[config.mk]
export PLATFORM = sky130hd
export DESIGN_NAME = acs_adc_control_sequencer
export DESIGN_NICKNAME = d
export VERILOG_FILES = /design/src/shared/acs_pkg.sv /design/src/hw/acs_adc_control_sequencer.sv /design/src/hw/acs_clk_div.sv
export SDC_FILE = /design/constraint.sdc
export NUM_CORES = 1
export LEC_CHECK = 0
export BUFFER_PORTS_ARGS = -buffer_cell sky130_fd_sc_hd__buf_2
export CAP_MARGIN = 5
export CORE_ASPECT_RATIO = 1.1
export CORE_MARGIN = 3
export CORE_UTILIZATION = 45
export CTS_CLUSTER_SIZE = 24
export DETAILED_ROUTE_END_ITERATION = 12
export PLACE_DENSITY = 0.85
export SYNTH_ARGS = -nofsm -noshare
export SYNTH_HDL_FRONTEND = slang
export SYNTH_SLANG_ARGS = --single-unit
[constraint.sdc]
create_clock -name mclk_in -period 2.4 [get_ports mclk_in]
set_clock_uncertainty 0.2 [all_clocks]
set_input_delay 0.24 -clock mclk_in [delete_from_list [all_inputs] [get_ports mclk_in]]
set_output_delay 0.24 -clock mclk_in [all_outputs]
set_load 0.05 [all_outputs]
[src/shared/acs_pkg.sv]
// package for the converter control sequencer: offsets, fields, reset values, timing
// assumes a 32-bit apb slave with one register per aligned word
package acs_pkg;
  // ************************************************************
  // register map
  // ************************************************************
  localparam logic [11:0] ACS_CSR_OFF = 12'h000;
  localparam logic [11:0] ACS_RES_HIGH_OFF = 12'h004;
  localparam logic [11:0] ACS_RES_LOW_OFF = 12'h008;
  // ************************************************************
  // control/status field positions
  // ************************************************************
  localparam int ACS_EOC_BIT = 7;
  localparam int ACS_SPEED_BIT = 6;
  localparam int ACS_ON_BIT = 5;
  localparam int ACS_RSVD_BIT = 4;
  localparam int ACS_CH_LSB = 0;
  localparam int ACS_CH_W = 4;
  // ************************************************************
  // reset values and result codes
  // ************************************************************
  localparam logic [7:0] ACS_CSR_RST = 8'h00;
  localparam logic [7:0] ACS_RES_RST = 8'h00;
  localparam logic [9:0] ACS_FULL_SCALE = 10'h3FF;
  localparam logic [9:0] ACS_ZERO_SCALE = 10'h000;
  // ************************************************************
  // timing
  // ************************************************************
  localparam int ACS_CLK_MHZ = 100;
  localparam int ACS_STAB_US = 1;
  localparam int ACS_STAB_CYC = ACS_STAB_US * ACS_CLK_MHZ;
  localparam int ACS_CONV_ADC_CYC = 14;
  // converter sequencer states
  typedef enum logic [1:0] {
    ACS_IDLE = 2'b00,
    ACS_SETTLE = 2'b01,
    ACS_CONVERT = 2'b10
  } acs_state_t;
endpackage

[src/hw/acs_adc_control_sequencer.sv]
// converter control sequencer: apb register file, continuous conversion control
// assumes an external sar core that presents its result when done is pulsed
//
// Overview of operation
// input above high reference reports all ones, no overflow flag
// input below low reference reports zero in both result registers
// setting converter_on starts continuous repeated conversions of the channel
// each completed conversion stores result and sets end-of-conversion flag
// reading result_high_byte or writing control/status clears the flag
// every new result overwrites both result registers, read or not
// software reads low then high before next conversion ends
// software wanting eight bits reads only result_high_byte
// channel change aborts conversion, clears flag, restarts on new channel
// speed bit selects cpu clock divided by four or by two
// clearing converter_on stops any conversion in progress
// software writes zero to the reserved bit
// four-bit channel_select picks analog input zero to fifteen
// high register holds bits 9:2, low register bits 1:0, rest zero
// wait mode leaves the converter running unchanged
// halt disables converter; settling interval follows wake-up
// all three registers reset to zero
// flag is read-only; other control bits read and write
// no interrupt request; completion only via polled flag
// conversion length in converter clock cycles is a parameter
//
// Design decisions made here: the register offsets and the APB interface to the registers.
`timescale 1ns/10ps
`default_nettype none
module acs_adc_control_sequencer #(
  parameter int CONV_CYC = acs_pkg::ACS_CONV_ADC_CYC,
  parameter int STAB_CYC = acs_pkg::ACS_STAB_CYC
) (
  input wire logic mclk_in,
  input wire logic rst_in,
  // apb slave
  input wire logic psel_in,
  input wire logic penable_in,
  input wire logic pwrite_in,
  input wire logic [11:0] paddr_in,
  input wire logic [31:0] pwdata_in,
  output logic [31:0] prdata_out,
  output logic pready_out,
  output logic pslverr_out,
  // low-power mode levels from the clock controller
  input wire logic halt_in,
  input wire logic wait_in,
  // sar core
  input wire logic [9:0] sar_data_in,
  input wire logic sar_above_in,
  input wire logic sar_below_in,
  output logic [3:0] channel_select_out,
  output logic converter_on_out,
  output logic sar_start_out,
  output logic sar_step_out
);
  import acs_pkg::*;

  // ************************************************************
  // elaboration checks
  // ************************************************************
  if (CONV_CYC < 1 || CONV_CYC > 255) begin : g_bad_conv
    $error("conversion length out of range");
  end
  if (STAB_CYC < 1 || STAB_CYC > 65535) begin : g_bad_stab
    $error("settling length out of range");
  end

  localparam logic [7:0] CONV_LAST = 8'(CONV_CYC - 1);
  localparam logic [15:0] STAB_LAST = 16'(STAB_CYC - 1);

  // ************************************************************
  // apb decode
  // ************************************************************
  logic apb_acc;
  logic wr_csr;
  logic rd_high;
  logic hit_csr;
  logic hit_high;
  logic hit_low;
  logic mapped;
  assign hit_csr = paddr_in == ACS_CSR_OFF;
  assign hit_high = paddr_in == ACS_RES_HIGH_OFF;
  assign hit_low = paddr_in == ACS_RES_LOW_OFF;
  assign mapped = hit_csr || hit_high || hit_low;
  // single-cycle access phase: every access completes when penable is seen
  assign apb_acc = psel_in && penable_in;
  assign wr_csr = apb_acc && pwrite_in && hit_csr;
  assign rd_high = apb_acc && !pwrite_in && hit_high;

  // ************************************************************
  // synchronise low-power levels
  // ************************************************************
  logic halt_s1_q;
  logic halt_s2_q;
  logic wait_s1_q;
  logic wait_s2_q;
  always_ff @(posedge mclk_in) begin
    if (rst_in) begin
      halt_s1_q <= 1'b0;
      halt_s2_q <= 1'b0;
      wait_s1_q <= 1'b0;
      wait_s2_q <= 1'b0;
    end else begin
      halt_s1_q <= halt_in;
      halt_s2_q <= halt_s1_q;
      wait_s1_q <= wait_in;
      wait_s2_q <= wait_s1_q;
    end
  end
  // wait is observed but deliberately steers nothing
  logic wait_seen;
  assign wait_seen = wait_s2_q;

  // ************************************************************
  // control/status register
  // ************************************************************
  logic speed_q;
  logic on_q;
  logic [3:0] ch_q;
  logic eoc_q;
  logic eoc_d;
  logic ch_change;
  logic conv_done;
  logic [3:0] wr_ch;
  assign wr_ch = pwdata_in[ACS_CH_LSB +: ACS_CH_W];
  assign ch_change = wr_csr && (wr_ch != ch_q);
  // set wins over a clear in the same cycle, except a channel change,
  // which clears the flag although the result is still stored
  assign eoc_d = (conv_done && !ch_change) ? 1'b1
               : (wr_csr || rd_high) ? 1'b0
               : eoc_q;

  // writable bits; flag and reserved bit ignore writes
  always_ff @(posedge mclk_in) begin
    if (rst_in) begin
      speed_q <= ACS_CSR_RST[ACS_SPEED_BIT];
      on_q <= ACS_CSR_RST[ACS_ON_BIT];
      ch_q <= ACS_CSR_RST[ACS_CH_W-1:0];
      eoc_q <= ACS_CSR_RST[ACS_EOC_BIT];
    end else begin
      if (wr_csr) begin
        speed_q <= pwdata_in[ACS_SPEED_BIT];
        on_q <= pwdata_in[ACS_ON_BIT];
        ch_q <= wr_ch;
      end
      eoc_q <= eoc_d;
    end
  end

  // ************************************************************
  // converter clock and sequencer
  // ************************************************************
  logic run;
  logic adc_tick;
  acs_state_t state_q;
  acs_state_t state_d;
  logic [7:0] step_q;
  logic [7:0] step_d;
  logic [15:0] stab_q;
  logic [15:0] stab_d;
  logic halted_q;
  // halt forces the converter off regardless of the on bit
  assign run = on_q && !halt_s2_q;

  acs_clk_div u_div (
    .mclk_in(mclk_in),
    .rst_in(rst_in),
    .run_in(run && state_q == ACS_CONVERT),
    .fast_in(speed_q),
    .tick_out(adc_tick)
  );

  // remembers that halt was seen so the next start settles first
  always_ff @(posedge mclk_in) begin
    if (rst_in) begin
      halted_q <= 1'b0;
    end else if (halt_s2_q) begin
      halted_q <= 1'b1;
    end else if (state_q == ACS_SETTLE && stab_q == STAB_LAST) begin
      halted_q <= 1'b0;
    end
  end

  assign conv_done = state_q == ACS_CONVERT && adc_tick && step_q == CONV_LAST;

  // next state; off, halt or channel change all pull back to idle
  always_comb begin
    state_d = state_q;
    step_d = step_q;
    stab_d = stab_q;
    case (state_q)
      ACS_IDLE: begin
        step_d = 8'h00;
        stab_d = 16'h0000;
        if (run && !ch_change) begin
          state_d = halted_q ? ACS_SETTLE : ACS_CONVERT;
        end
      end
      ACS_SETTLE: begin
        stab_d = stab_q + 16'h0001;
        if (stab_q == STAB_LAST) begin
          state_d = ACS_CONVERT;
        end
      end
      ACS_CONVERT: begin
        if (adc_tick) begin
          // back to back conversions: wrap counter and carry on
          step_d = (step_q == CONV_LAST) ? 8'h00 : step_q + 8'h01;
        end
      end
      default: begin
        state_d = ACS_IDLE;
      end
    endcase
    if (!run || ch_change) begin
      state_d = ACS_IDLE;
    end
  end

  always_ff @(posedge mclk_in) begin
    if (rst_in) begin
      state_q <= ACS_IDLE;
      step_q <= 8'h00;
      stab_q <= 16'h0000;
    end else begin
      state_q <= state_d;
      step_q <= step_d;
      stab_q <= stab_d;
    end
  end

  // ************************************************************
  // result capture
  // ************************************************************
  logic [9:0] res_q;
  logic [9:0] res_d;
  // out-of-range inputs clamp; no overflow bit exists
  assign res_d = sar_above_in ? ACS_FULL_SCALE
               : sar_below_in ? ACS_ZERO_SCALE
               : sar_data_in;
  // no latching against overwrite: every completion replaces both halves
  always_ff @(posedge mclk_in) begin
    if (rst_in) begin
      res_q <= {ACS_RES_RST[1:0], ACS_RES_RST};
    end else if (conv_done) begin
      res_q <= res_d;
    end
  end

  // ************************************************************
  // read mux
  // ************************************************************
  logic [7:0] csr_view;
  logic [7:0] rd_byte;
  assign csr_view = {eoc_q, speed_q, on_q, 1'b0, ch_q};
  assign rd_byte = hit_csr ? csr_view
                 : hit_high ? res_q[9:2]
                 : hit_low ? {6'b000000, res_q[1:0]}
                 : 8'h00;

  // ************************************************************
  // registered outputs
  // ************************************************************
  // pready is registered from the setup cycle so it is high in the access cycle, which lasts one cycle
  always_ff @(posedge mclk_in) begin
    if (rst_in) begin
      prdata_out <= 32'h0000_0000;
      pready_out <= 1'b0;
      pslverr_out <= 1'b0;
      channel_select_out <= 4'h0;
      converter_on_out <= 1'b0;
      sar_start_out <= 1'b0;
      sar_step_out <= 1'b0;
    end else begin
      pready_out <= psel_in && !penable_in;
      pslverr_out <= psel_in && !penable_in && !mapped;
      prdata_out <= (psel_in && !penable_in && !pwrite_in) ? {24'h000000, rd_byte} : 32'h0000_0000;
      channel_select_out <= ch_q;
      converter_on_out <= run;
      sar_start_out <= (state_d == ACS_CONVERT) && (state_q != ACS_CONVERT || conv_done);
      // gated by run so no step trails a switch-off or a halt
      sar_step_out <= adc_tick && state_q == ACS_CONVERT && run;
    end
  end
  // no interrupt output exists; completion is only the polled flag
  logic unused_ok;
  assign unused_ok = wait_seen ^ pwdata_in[ACS_RSVD_BIT];
endmodule
`default_nettype wire

[src/hw/acs_clk_div.sv]
// converter clock tick generator: divide-by-2 or divide-by-4 of the cpu clock
// assumes speed select is a level from the same clock domain
`timescale 1ns/10ps
`default_nettype none
module acs_clk_div (
  input wire logic mclk_in,
  input wire logic rst_in,
  input wire logic run_in,
  input wire logic fast_in,
  output logic tick_out
);
  logic [1:0] cnt_q;
  logic [1:0] cnt_d;
  logic wrap;
  // fast wraps at 1 (div 2), slow at 3 (div 4)
  assign wrap = fast_in ? cnt_q[0] : (cnt_q == 2'b11);
  assign cnt_d = (!run_in || wrap) ? 2'b00 : cnt_q + 2'b01;
  // counter restarts whenever the converter stops so each run starts aligned
  always_ff @(posedge mclk_in) begin
    if (rst_in) begin
      cnt_q <= 2'b00;
      tick_out <= 1'b0;
    end else begin
      cnt_q <= cnt_d;
      tick_out <= run_in && wrap;
    end
  end
endmodule
`default_nettype wire

==> impl_metrics.csv, run 1 <==
group,metric,value,unit
status,status,"finished, final reports clean",
global_route,gr-usage-all-layers,0.172,
global_route,antenna_found_initial,0,
worst_setup_path,rr_worst_depth,4,
global_route,grt_pass1_wl,10600,um
pwr,p_int,1780,uW
sta,fin_tns_setup,0,ns
sta,tightestPinTransition,0.694,ns
worst_setup_path,cpLargestDelayFamily,"simple AND/OR/NAND/NOR gates",
placement,place_area,0.00323,mm2
yosys,ys.flop_type,"dfxtp_1",
sta,final-setup-viol-count,0,
yosys,synth.avg_cell_area,8.85,um2
die,die_h,91.5,um
die,initial_core_util,0.474,
placement,port_buffers,52,
cts,clk_pin_slew,0.07,ns
sta,worst_hold_slack,0.0366,ns
cts,clk_path_buf_depth,2,
yosys,synth_area,0.00299,mm2
die,core,0.00631,mm2
cts,cts_made_buffers,9,
sta,setup_ws,0.263,ns
worst_setup_path,crit_buf_inv,2,
detailed_routing,drc,0,
detailed_routing,wirelength,6630,um
cts,cts_htree_levels,3,
layout,fillCellCount,535,
worst_setup_path,r2r_slack,0.36,ns
cts,cts_setup_buffers,0,
sta,drv_slew,0,
worst_setup_path,startpoint,"penable_in",
detailed_routing,dr.pass1.iters,4,
yosys,yosysWarnings,0,
layout,antenna_cells,0,
die,io-pin-count,104,
yosys,synth_cells,338,
sta,rsz0062_at_grt,"no",
worst_setup_path,endpoint,"prdata_out[7]$_SDFF_PP0_",
flow_run,cap_violations,0,
cts,numClockSinks,66,
pwr,seqPwrFrac,0.474,
pwr,p_clk_frac,0.450,
placement,pre_cts_slack,0.382,ns
pwr,power.leakage,0.00142,uW
sta,finalCritPeriodShare,0.890,
yosys,netlist-cell-type-count,50,
pwr,swShare,0.230,
pwr,p_comb_frac,0.076,
pwr,max-vdd-ir-drop,0.000633,V
global_route,grt_pass1_vias,2363,
detailed_routing,ant_nets,0,
yosys,yosysSeqAreaShare,0.442,
hold_path,min_path_cells,3,
sta,min_period,2.14,ns
hold_path,hold_class,"input port to flip-flop",
die,dieArea,0.00766,mm2
worst_setup_path,endpoint_kind,"flip-flop",
cts,cts_tree,"done",
layout,drive_gt1_frac,0.191,
worst_setup_path,cp_data_arrival_time,2.19,ns
detailed_routing,vias_per_cell,5.29,
worst_setup_path,timing.rr.start,"state_q[1]$_SDFF_PP0_",
detailed_routing,wl_per_cell,13.7,um
detailed_routing,drt_iter0_drc,152,
worst_setup_path,worstReg2RegEnd,"stab_q[15]$_SDFFE_PP0P_",
worst_setup_path,setup.worst_path.class,"input port to flip-flop",
worst_setup_path,crit_required,2.46,ns
worst_setup_path,start_kind,"input port",
yosys,async_reset_ff_frac,0,
sta,relSlewSlack,0.531,
global_route,grt-ovfl-total,0,
die,row_count,30,
worst_setup_path,path_cells,"dlygate4sd3_1, buf_2, nor3b_1, nand2_1, or4_1, nor2_1",
worst_setup_path,crit_cells,6,
worst_setup_path,critPathMaxFanout,6,
layout,nets,466,
worst_setup_path,slowest_stage,"or4_1",
cts,clock_latency,0.34,ns
yosys,ys_ff_latch,66,
placement,post-dp-hpwl,4610,um
sta,finalHoldViolCount,0,
layout,syn_to_final_growth,18.6,%
pwr,switchingPower,534,uW
detailed_routing,vias,2562,
cts,cts-root-buf,"clkbuf_8",
sta,max_freq,468,MHz
die,die_x,83.7,um
layout,final_cell_area,0.00355,mm2
pwr,p_per_area,654,mW/mm2
placement,gp_congestion,0.815,
global_route,grt_max_degree,37,
yosys,synth_edf_count,0,
worst_setup_path,cpPeakStageDelay,0.57,ns
layout by cell type (no fill, tap or decap), types with 2 or more instances in the layout:
cell type      count
nor2b_1            9
nor3_1             3
buf_2             52
clkbuf_8          11
nand2b_1           2
mux2i_1           14
dlygate4sd3_1      9
inv_1              8
ha_1               4
a211oi_1          10
nand4_1            4
nor4_1             6
dfxtp_1           66
or3_1              6
and3_1             5
and4_1             4
nand3_1           11
nand2_1           17
or4_1              2
nand3b_1           2
a311oi_1           3
bufinv_16          2
nor2_1            51
xnor2_1            4
a21oi_1           26
a31oi_1            2
nor4bb_1           2
buf_4              4
xor2_1            11
conb_1            24
o21ai_0            6
o211a_1            2
metal layers:
metal	vias up	global-route usage	part of all wire
met3	17	0.0463	0.050
met2	77	0.300	0.51
li1	1260	-	-
met4	0	0.0764	0.025
met5	-	0	0
met1	1208	0.194	0.42
area by class of cell:
type / count / area, um2 / share of cell area
flip-flops and latches: 66 / 1320 / 0.372
clock inverters: 4 / 73.8 / 0.0208
inverters: 9 / 33.8 / 0.00952
clock buffers: 12 / 155 / 0.0437
multi-input cells: 248 / 1480 / 0.418
repair buffers: 65 / 380 / 0.107
well taps: 80 / 100 / 0.0282
Yosys cell counts (2+ instances only):
| cell | count | area, um2 |
|---|---|---|
| dfxtp_1 | 66 | 1320 |
| nor2_1 | 51 | 191 |
| a21oi_1 | 26 | 130 |
| buf_4 | 24 | 180 |
| nand2_1 | 17 | 63.8 |
| mux2i_1 | 14 | 140 |
| nand3_1 | 11 | 55.1 |
| xor2_1 | 11 | 96.3 |
| a211oi_1 | 10 | 75.1 |
| nor2b_1 | 9 | 56.3 |
| inv_1 | 8 | 30.0 |
| buf_2 | 6 | 30.0 |
| nor4_1 | 6 | 37.5 |
| o21ai_0 | 6 | 30.0 |
| or3_1 | 6 | 37.5 |
| and3_1 | 5 | 31.3 |
| clkbuf_1 | 5 | 18.8 |
| and4_1 | 4 | 35.0 |
| ha_1 | 4 | 50.1 |
| nand4_1 | 4 | 25.0 |
| xnor2_1 | 4 | 35.0 |
| a311oi_1 | 3 | 26.3 |
| buf_1 | 3 | 11.3 |
| nor3_1 | 3 | 15.0 |
| a31oi_1 | 2 | 12.5 |
| nand2b_1 | 2 | 12.5 |
| nand3b_1 | 2 | 15.0 |
| nor4bb_1 | 2 | 20.0 |
| o211a_1 | 2 | 20.0 |
| or4_1 | 2 | 15.0 |
registers in the layout, summed over array words and instances, names as in the netlist, 2 cells and up:
register / flops
stab_q: 16
res_q: 10
prdata_out: 8
step_q: 8
ch_q: 4
channel_select_out: 4
state_q: 2
u_div.cnt_q: 2
power by group through the flow:
stage               clock [uW]  combinational [uW]  sequential [uW]
floorplan                    0                 147             1130
global placement             0                 159             1120
detailed placement           0                 160             1120
CTS                       1060                 172             1100
global route              1110                 185             1100
finish                    1040                 176             1100
what timing repair did:
item | in CTS | in global routing
endpoints found under the hold margin | 8 | 0
hold buffers | 9 | 0
resized for setup | 0 | 0
setup endpoints to repair | 0 | 0
worst register-to-register path, stage by stage, from the launching register on:
cell,delay [ns]
dfxtp_1,0.44
nand3b_1,0.32
or3_1,0.45
or4_1,0.42
a21oi_1,0.15
how the worst min path moves through the flow:
stage | from | endpoint
after floorplan | penable_in | pready_out$_SDFF_PP0_
after global placement | halt_s1_q$_SDFF_PP0_ | halt_s2_q$_SDFF_PP0_
after detailed placement | res_q[6]$_SDFFE_PP0P_ | prdata_out[4]$_SDFF_PP0_
after CTS | paddr_in[3] | pslverr_out$_SDFF_PP0_
after global routing | sar_data_in[1] | res_q[1]$_SDFFE_PP0P_
final | sar_data_in[8] | res_q[8]$_SDFFE_PP0P_
kinds of logic after synthesis:
family / count (synthesis) / share of synthesized area
adder cells (fa/ha/maj): 4 / 0.0167
flip-flops: 66 / 0.442
AO/OA/AOI/OAI: 59 / 0.129
AND/OR/NAND/NOR: 132 / 0.229
XOR/XNOR: 15 / 0.0439
buffers and inverters: 47 / 0.0916
other: 1 / 0.00125
multiplexers: 14 / 0.0468
stage by stage:
step | util | power (uW) | cells
after floorplan | - | 1280 | 361
after global placement | 0.512 | 1280 | 459
after detailed placement | 0.512 | 1290 | 459
after CTS | 0.563 | 2330 | 484
after global routing | 0.563 | 2400 | 484
final | 0.563 | 2320 | 484
Note: power is estimated with default switching activity, not from simulation.
==> run 2: changes to the inputs <==
--- a/config.mk
+++ b/config.mk
@@ -8,7 +8,7 @@
 export BUFFER_PORTS_ARGS = -buffer_cell sky130_fd_sc_hd__buf_2
 export CAP_MARGIN = 5
 export CORE_ASPECT_RATIO = 1.1
-export CORE_MARGIN = 3
+export CORE_MARGIN = 5
 export CORE_UTILIZATION = 45
 export CTS_CLUSTER_SIZE = 24
 export DETAILED_ROUTE_END_ITERATION = 12
==> constraint.sdc (replaced) <==
create_clock -name mclk_in -period 2.4 [get_ports mclk_in]
set_clock_uncertainty 0.2 [all_clocks]
set_input_delay 0.24 -clock mclk_in [delete_from_list [all_inputs] [get_ports mclk_in]]
set_output_delay 0.24 -clock mclk_in [all_outputs]
set_load 0.02 [all_outputs]
==> run 2 against run 1 <==
Net effect:
- total power down 10%
- global-route usage down 0.74 points
- maximum frequency up 4.3%
- utilization down 2.4 points
- wire length up 2.0%
- final cell count up 0.41%
==> impl_metrics.csv, run 2 (synthesis results as in run 1) <==
group,metric,value,unit
status,status,"finished, final reports clean",
detailed_routing,vias_per_cell,5.23,
cts,cts_resized,0,
detailed_routing,wl_per_cell,13.9,um
sta,max_freq,488,MHz
global_route,grt_pass1_wl,10700,um
sta,drv_slew,0,
layout,antenna_cells,0,
placement,place_area,0.00324,mm2
pwr,swShare,0.226,
placement,gp_congestion,0.858,
cts,clk_pin_slew,0.07,ns
worst_setup_path,start_kind,"input port",
global_route,grt_pass1_vias,2397,
pwr,switchingPower,471,uW
worst_setup_path,crit_required,2.48,ns
die,die_x,87.7,um
layout,top_register,"stab_q",
sta,tightestPinTransition,0.655,ns
cts,cts-root-buf,"clkbuf_8",
pwr,p_int,1610,uW
detailed_routing,ant_nets,0,
cts,numClockSinks,66,
cts,cts_htree_levels,3,
detailed_routing,drc,0,
layout,multi_input_area,0.00148,mm2
pwr,p_clk_frac,0.412,
worst_setup_path,cp_data_arrival_time,2.13,ns
pwr,p_comb_frac,0.060,
detailed_routing,dr.pass1.iters,4,
layout,syn_to_final_growth,17.4,%
worst_setup_path,setup.worst_path.class,"input port to flip-flop",
detailed_routing,drt_iter0_drc,194,
layout,top_regs,"stab_q x16, res_q x10",
layout,drive_gt1_frac,0.186,
hold_path,hold_class,"input port to flip-flop",
die,dieArea,0.00838,mm2
layout,final_cell_area,0.00351,mm2
pwr,p_per_area,593,mW/mm2
pwr,max-vdd-ir-drop,0.000464,V
die,die_h,95.5,um
pwr,power.leakage,0.00140,uW
worst_setup_path,critPathMaxFanout,6,
detailed_routing,wirelength,6760,um
cts,cts_made_buffers,9,
sta,min_period,2.05,ns
cts,clock_latency,0.35,ns
sta,relSlewSlack,0.557,
worst_setup_path,endpoint_kind,"flip-flop",
sta,fin_tns_setup,0,ns
sta,final-setup-viol-count,0,
cts,cts_setup_buffers,0,
sta,finalCritPeriodShare,0.854,
global_route,antenna_found_initial,0,
die,initial_core_util,0.459,
sta,finalHoldViolCount,0,
cts,cts_tree,"done",
layout,mostFrequentLayoutCell,"dfxtp_1",
die,core,0.00652,mm2
layout,fillCellCount,581,
global_route,gr-usage-all-layers,0.164,
global_route,grt_max_degree,37,
cts,clk_path_buf_depth,2,
layout,seq_area,0.00132,mm2
layout,nets,468,
placement,port_buffers,52,
pwr,seqPwrFrac,0.529,
placement,post-dp-hpwl,4900,um
flow_run,cap_violations,0,
layout,largest_reg_flops,16,
detailed_routing,vias,2540,
layout,mostFrequentLayoutCells,"66 x dfxtp_1, 52 x buf_2, 51 x nor2_1",
die,io-pin-count,104,
worst_setup_path,r2r_slack,0.43,ns
global_route,grt-ovfl-total,0,
die,row_count,31,
sta,rsz0062_at_grt,"no",
[run 2: final timing paths]
kind	startpoint	endpoint	depth (start not counted)
max reg2reg	step_q[4]$_SDFFE_PP0P_	res_q[4]$_SDFFE_PP0P_	5
min reg2reg	res_q[6]$_SDFFE_PP0P_	prdata_out[4]$_SDFF_PP0_	2
min	rst_in	pslverr_out$_SDFF_PP0_	3
max	penable_in	prdata_out[6]$_SDFF_PP0_	6
[run 2: timing repair]
| item | 4_1_cts | 5_1_grt |
|---|---|---|
| hold endpoints to repair | 9 | 0 |
| endpoints found under the setup margin | 0 | 0 |
| hold buffers | 10 | 0 |
[run 2: per-stage QoR]
step,utilization,total power (uW),setup WS [ns],hold slack [ns],cells
after CTS,0.539,2100,0.394,0.00614,486
final,0.539,2080,0.350,0.0339,486
after floorplan,-,1220,0.561,0.137,361
after global placement,0.497,1230,0.510,0.220,462
after detailed placement,0.497,1230,0.431,0.228,462
after global routing,0.539,2150,0.271,0.0393,486
[run 2: layout make-up]
cell class | count | area share
clock buffer | 11 | 0.0374
clock inverter | 3 | 0.0121
inverter | 9 | 0.00962
multi-input combinational | 248 | 0.422
sequential | 66 | 0.376
tap | 82 | 0.0292
timing repair buffer | 67 | 0.113
[run 2: power groups by stage]
stage	Clock [uW]	Sequential, uW	Combinational, uW
5_1_grt	918	1100	135
3_3_place_gp	0	1120	107
2_1_floorplan	0	1130	97.2
4_1_cts	878	1100	123
6_report	857	1100	125
3_5_place_dp	0	1120	109
[run 2: worst max-delay path, stage by stage]
cell	delay [ns]
dlygate4sd3_1	0.53
buf_2	0.13
nor3b_1	0.36
nand2_1	0.13
or4_1	0.56
nor2_1	0.18
[run 2: per-layer routing]
| metal | GRT usage | share of wire |
|---|---|---|
| met1 | 0.191 | 0.40 |
| met2 | 0.279 | 0.52 |
| met3 | 0.0596 | 0.058 |
| met4 | 0.0524 | 0.015 |
| met5 | 0 | 0 |
==> run 3: changes to the inputs <==
--- a/config.mk
+++ b/config.mk
@@ -13,6 +13,7 @@
 export CTS_CLUSTER_SIZE = 24
 export DETAILED_ROUTE_END_ITERATION = 12
 export PLACE_DENSITY = 0.85
+export SETUP_SLACK_MARGIN = 0.5
 export SYNTH_ARGS = -nofsm -noshare
 export SYNTH_HDL_FRONTEND = slang
 export SYNTH_SLANG_ARGS = --single-unit
==> run 3 against run 2 <==
Net effect:
- sequential power about the same
- worst hold slack better by 0.010 ns
- critical endpoint is now sar_start_out$_SDFF_PP0_
- maximum frequency up 8.7%
- critical path depth decreased by 2
- final area up 2.8%
- largest power group unchanged
- largest cell class unchanged
- non-clock buffer count rose by 6
- register-to-register slack improved by 0.08 ns
- highest routed layer unchanged
==> impl_metrics.csv, run 3 (synthesis results as in run 1) <==
group,metric,value,unit
worst_setup_path,endpoint_kind,"flip-flop",
pwr,p_int,1610,uW
placement,post-dp-hpwl,4900,um
sta,max_freq,530,MHz
layout,top_regs,"stab_q x16, res_q x10",
layout,largest_reg_flops,16,
die,initial_core_util,0.459,
layout,mostFrequentLayoutCells,"62 x dfxtp_1, 53 x buf_2, 51 x nor2_1",
layout,syn_to_final_growth,20.7,%
detailed_routing,wirelength,7360,um
sta,finalHoldViolCount,0,
worst_setup_path,crit_buf_inv,0,
sta,tightestPinTransition,0.603,ns
layout,top_register,"stab_q",
pwr,max-vdd-ir-drop,0.000493,V
die,row_count,31,
layout,stdcell_count,492,
global_route,grt_pass1_vias,2468,
status,status,"finished, final reports clean",
detailed_routing,drc,0,
global_route,gr-usage-all-layers,0.167,
pwr,seqPwrFrac,0.528,
cts,clock_latency,0.34,ns
die,io-pin-count,104,
die,core,0.00652,mm2
detailed_routing,wl_per_cell,15.0,um
die,die_x,87.7,um
cts,cts_made_buffers,9,
detailed_routing,vias_per_cell,5.40,
flow_run,cap_violations,0,
layout,drive_gt1_frac,0.224,
worst_setup_path,cpLargestDelayFamily,"simple AND/OR/NAND/NOR gates",
cts,clk_pin_slew,0.07,ns
global_route,antenna_found_initial,0,
worst_setup_path,start_kind,"flip-flop",
sta,drv_slew,0,
cts,clk_path_buf_depth,2,
layout,antenna_cells,0,
pwr,p_per_area,577,mW/mm2
detailed_routing,drt_iter0_drc,208,
detailed_routing,ant_nets,0,
worst_setup_path,cp_data_arrival_time,1.97,ns
pwr,swShare,0.228,
placement,placed_cells,462,
cts,cts_htree_levels,3,
die,die_h,95.5,um
pwr,switchingPower,475,uW
worst_setup_path,critPathMaxFanout,3,
cts,cts_tree,"done",
sta,final-setup-viol-count,0,
worst_setup_path,path_cells,"or4_4, or3_4, a22oi_2, o2111a_1",
pwr,power.leakage,0.00145,uW
worst_setup_path,slowest_stage,"or4_4",
detailed_routing,dr.pass1.iters,4,
layout,nets,474,
sta,relSlewSlack,0.594,
worst_setup_path,crit_required,2.48,ns
hold_path,hold_class,"input port to flip-flop",
cts,cts-root-buf,"clkbuf_8",
sta,finalCritPeriodShare,0.786,
global_route,grt_max_degree,37,
pwr,p_comb_frac,0.062,
sta,fin_tns_setup,0,ns
pwr,p_clk_frac,0.410,
worst_setup_path,setup.worst_path.class,"flip-flop to flip-flop",
sta,min_period,1.89,ns
placement,port_buffers,52,
global_route,grt_pass1_wl,10900,um
cts,numClockSinks,66,
worst_setup_path,cpPeakStageDelay,0.57,ns
layout,mostFrequentLayoutCell,"dfxtp_1",
detailed_routing,vias,2657,
global_route,grt-ovfl-total,0,
pwr,total_power,2090,uW
die,dieArea,0.00838,mm2
sta,rsz0062_at_grt,"yes",
placement,gp_congestion,0.858,
==> run 3: cell count changes in the layout (fill, tap and decap cells not counted), moves of 3 or more <==
cell / before / now
a211oi_2: 0 / 3
dfxtp_2: 0 / 4
dfxtp_1: 66 / 62
buf_4: 5 / 9
a211oi_1: 10 / 7
==> run 3: metal layers <==
layer | wire length (um) | GRT usage | part of all wire
met4 | 230 | 0.0563 | 0.031
met3 | 427 | 0.0614 | 0.058
met2 | 3910 | 0.287 | 0.53
met5 | 0 | 0 | 0
met1 | 2790 | 0.191 | 0.38
==> run 3: final cells by class <==
type / instances / area, um2
Sequential cell: 66 / 1330
Tap cell: 82 / 103
Clock inverter: 3 / 42.5
Clock buffer: 11 / 131
Multi-Input combinational cell: 248 / 1530
Inverter: 9 / 33.8
Fill cell: 565 / 2910
Timing Repair Buffer: 73 / 444
==> run 3: per-stage QoR <==
step | cell area [um2] | hold slack [ns] | utilization | setup WS, ns
global route | 3610 | 0.0410 | 0.554 | 0.483
CTS | 3540 | 0.0198 | 0.543 | 0.478
global placement | 3240 | 0.220 | 0.497 | 0.510
detailed placement | 3240 | 0.228 | 0.497 | 0.431
finish | 3610 | 0.0443 | 0.554 | 0.514
floorplan | 3080 | 0.137 | - | 0.561
==> run 3: repair_timing <==
action,4_1_cts,5_1_grt
endpoints found under the setup margin,12,19
hold endpoints to repair,9,0
pin swaps,2,2
resized for setup,4,12
hold buffers,10,0
buffers inserted,1,3
gates cloned,1,1
==> run 3: power groups by stage <==
stage,sequential (uW),combinational (uW),clock (uW)
2_1_floorplan,1130,97.2,0
3_3_place_gp,1120,107,0
3_5_place_dp,1120,109,0
4_1_cts,1100,122,878
5_1_grt,1100,138,919
6_report,1100,129,856
==> run 3: tightest hold or removal path: stages <==
cell	delay, ns
buf_2	0.11
or3_1	0.14
nor2_1	0.05
==> run 3: final timing paths <==
check	startpoint	endpoint	slack (ns)	cells past startpoint
max	step_q[7]$_SDFFE_PP0P_	sar_start_out$_SDFF_PP0_	0.51	4
min reg2reg	res_q[6]$_SDFFE_PP0P_	prdata_out[4]$_SDFF_PP0_	0.24	2
min	pwrite_in	prdata_out[0]$_SDFF_PP0_	0.04	3
max reg2reg	step_q[7]$_SDFFE_PP0P_	sar_start_out$_SDFF_PP0_	0.51	4
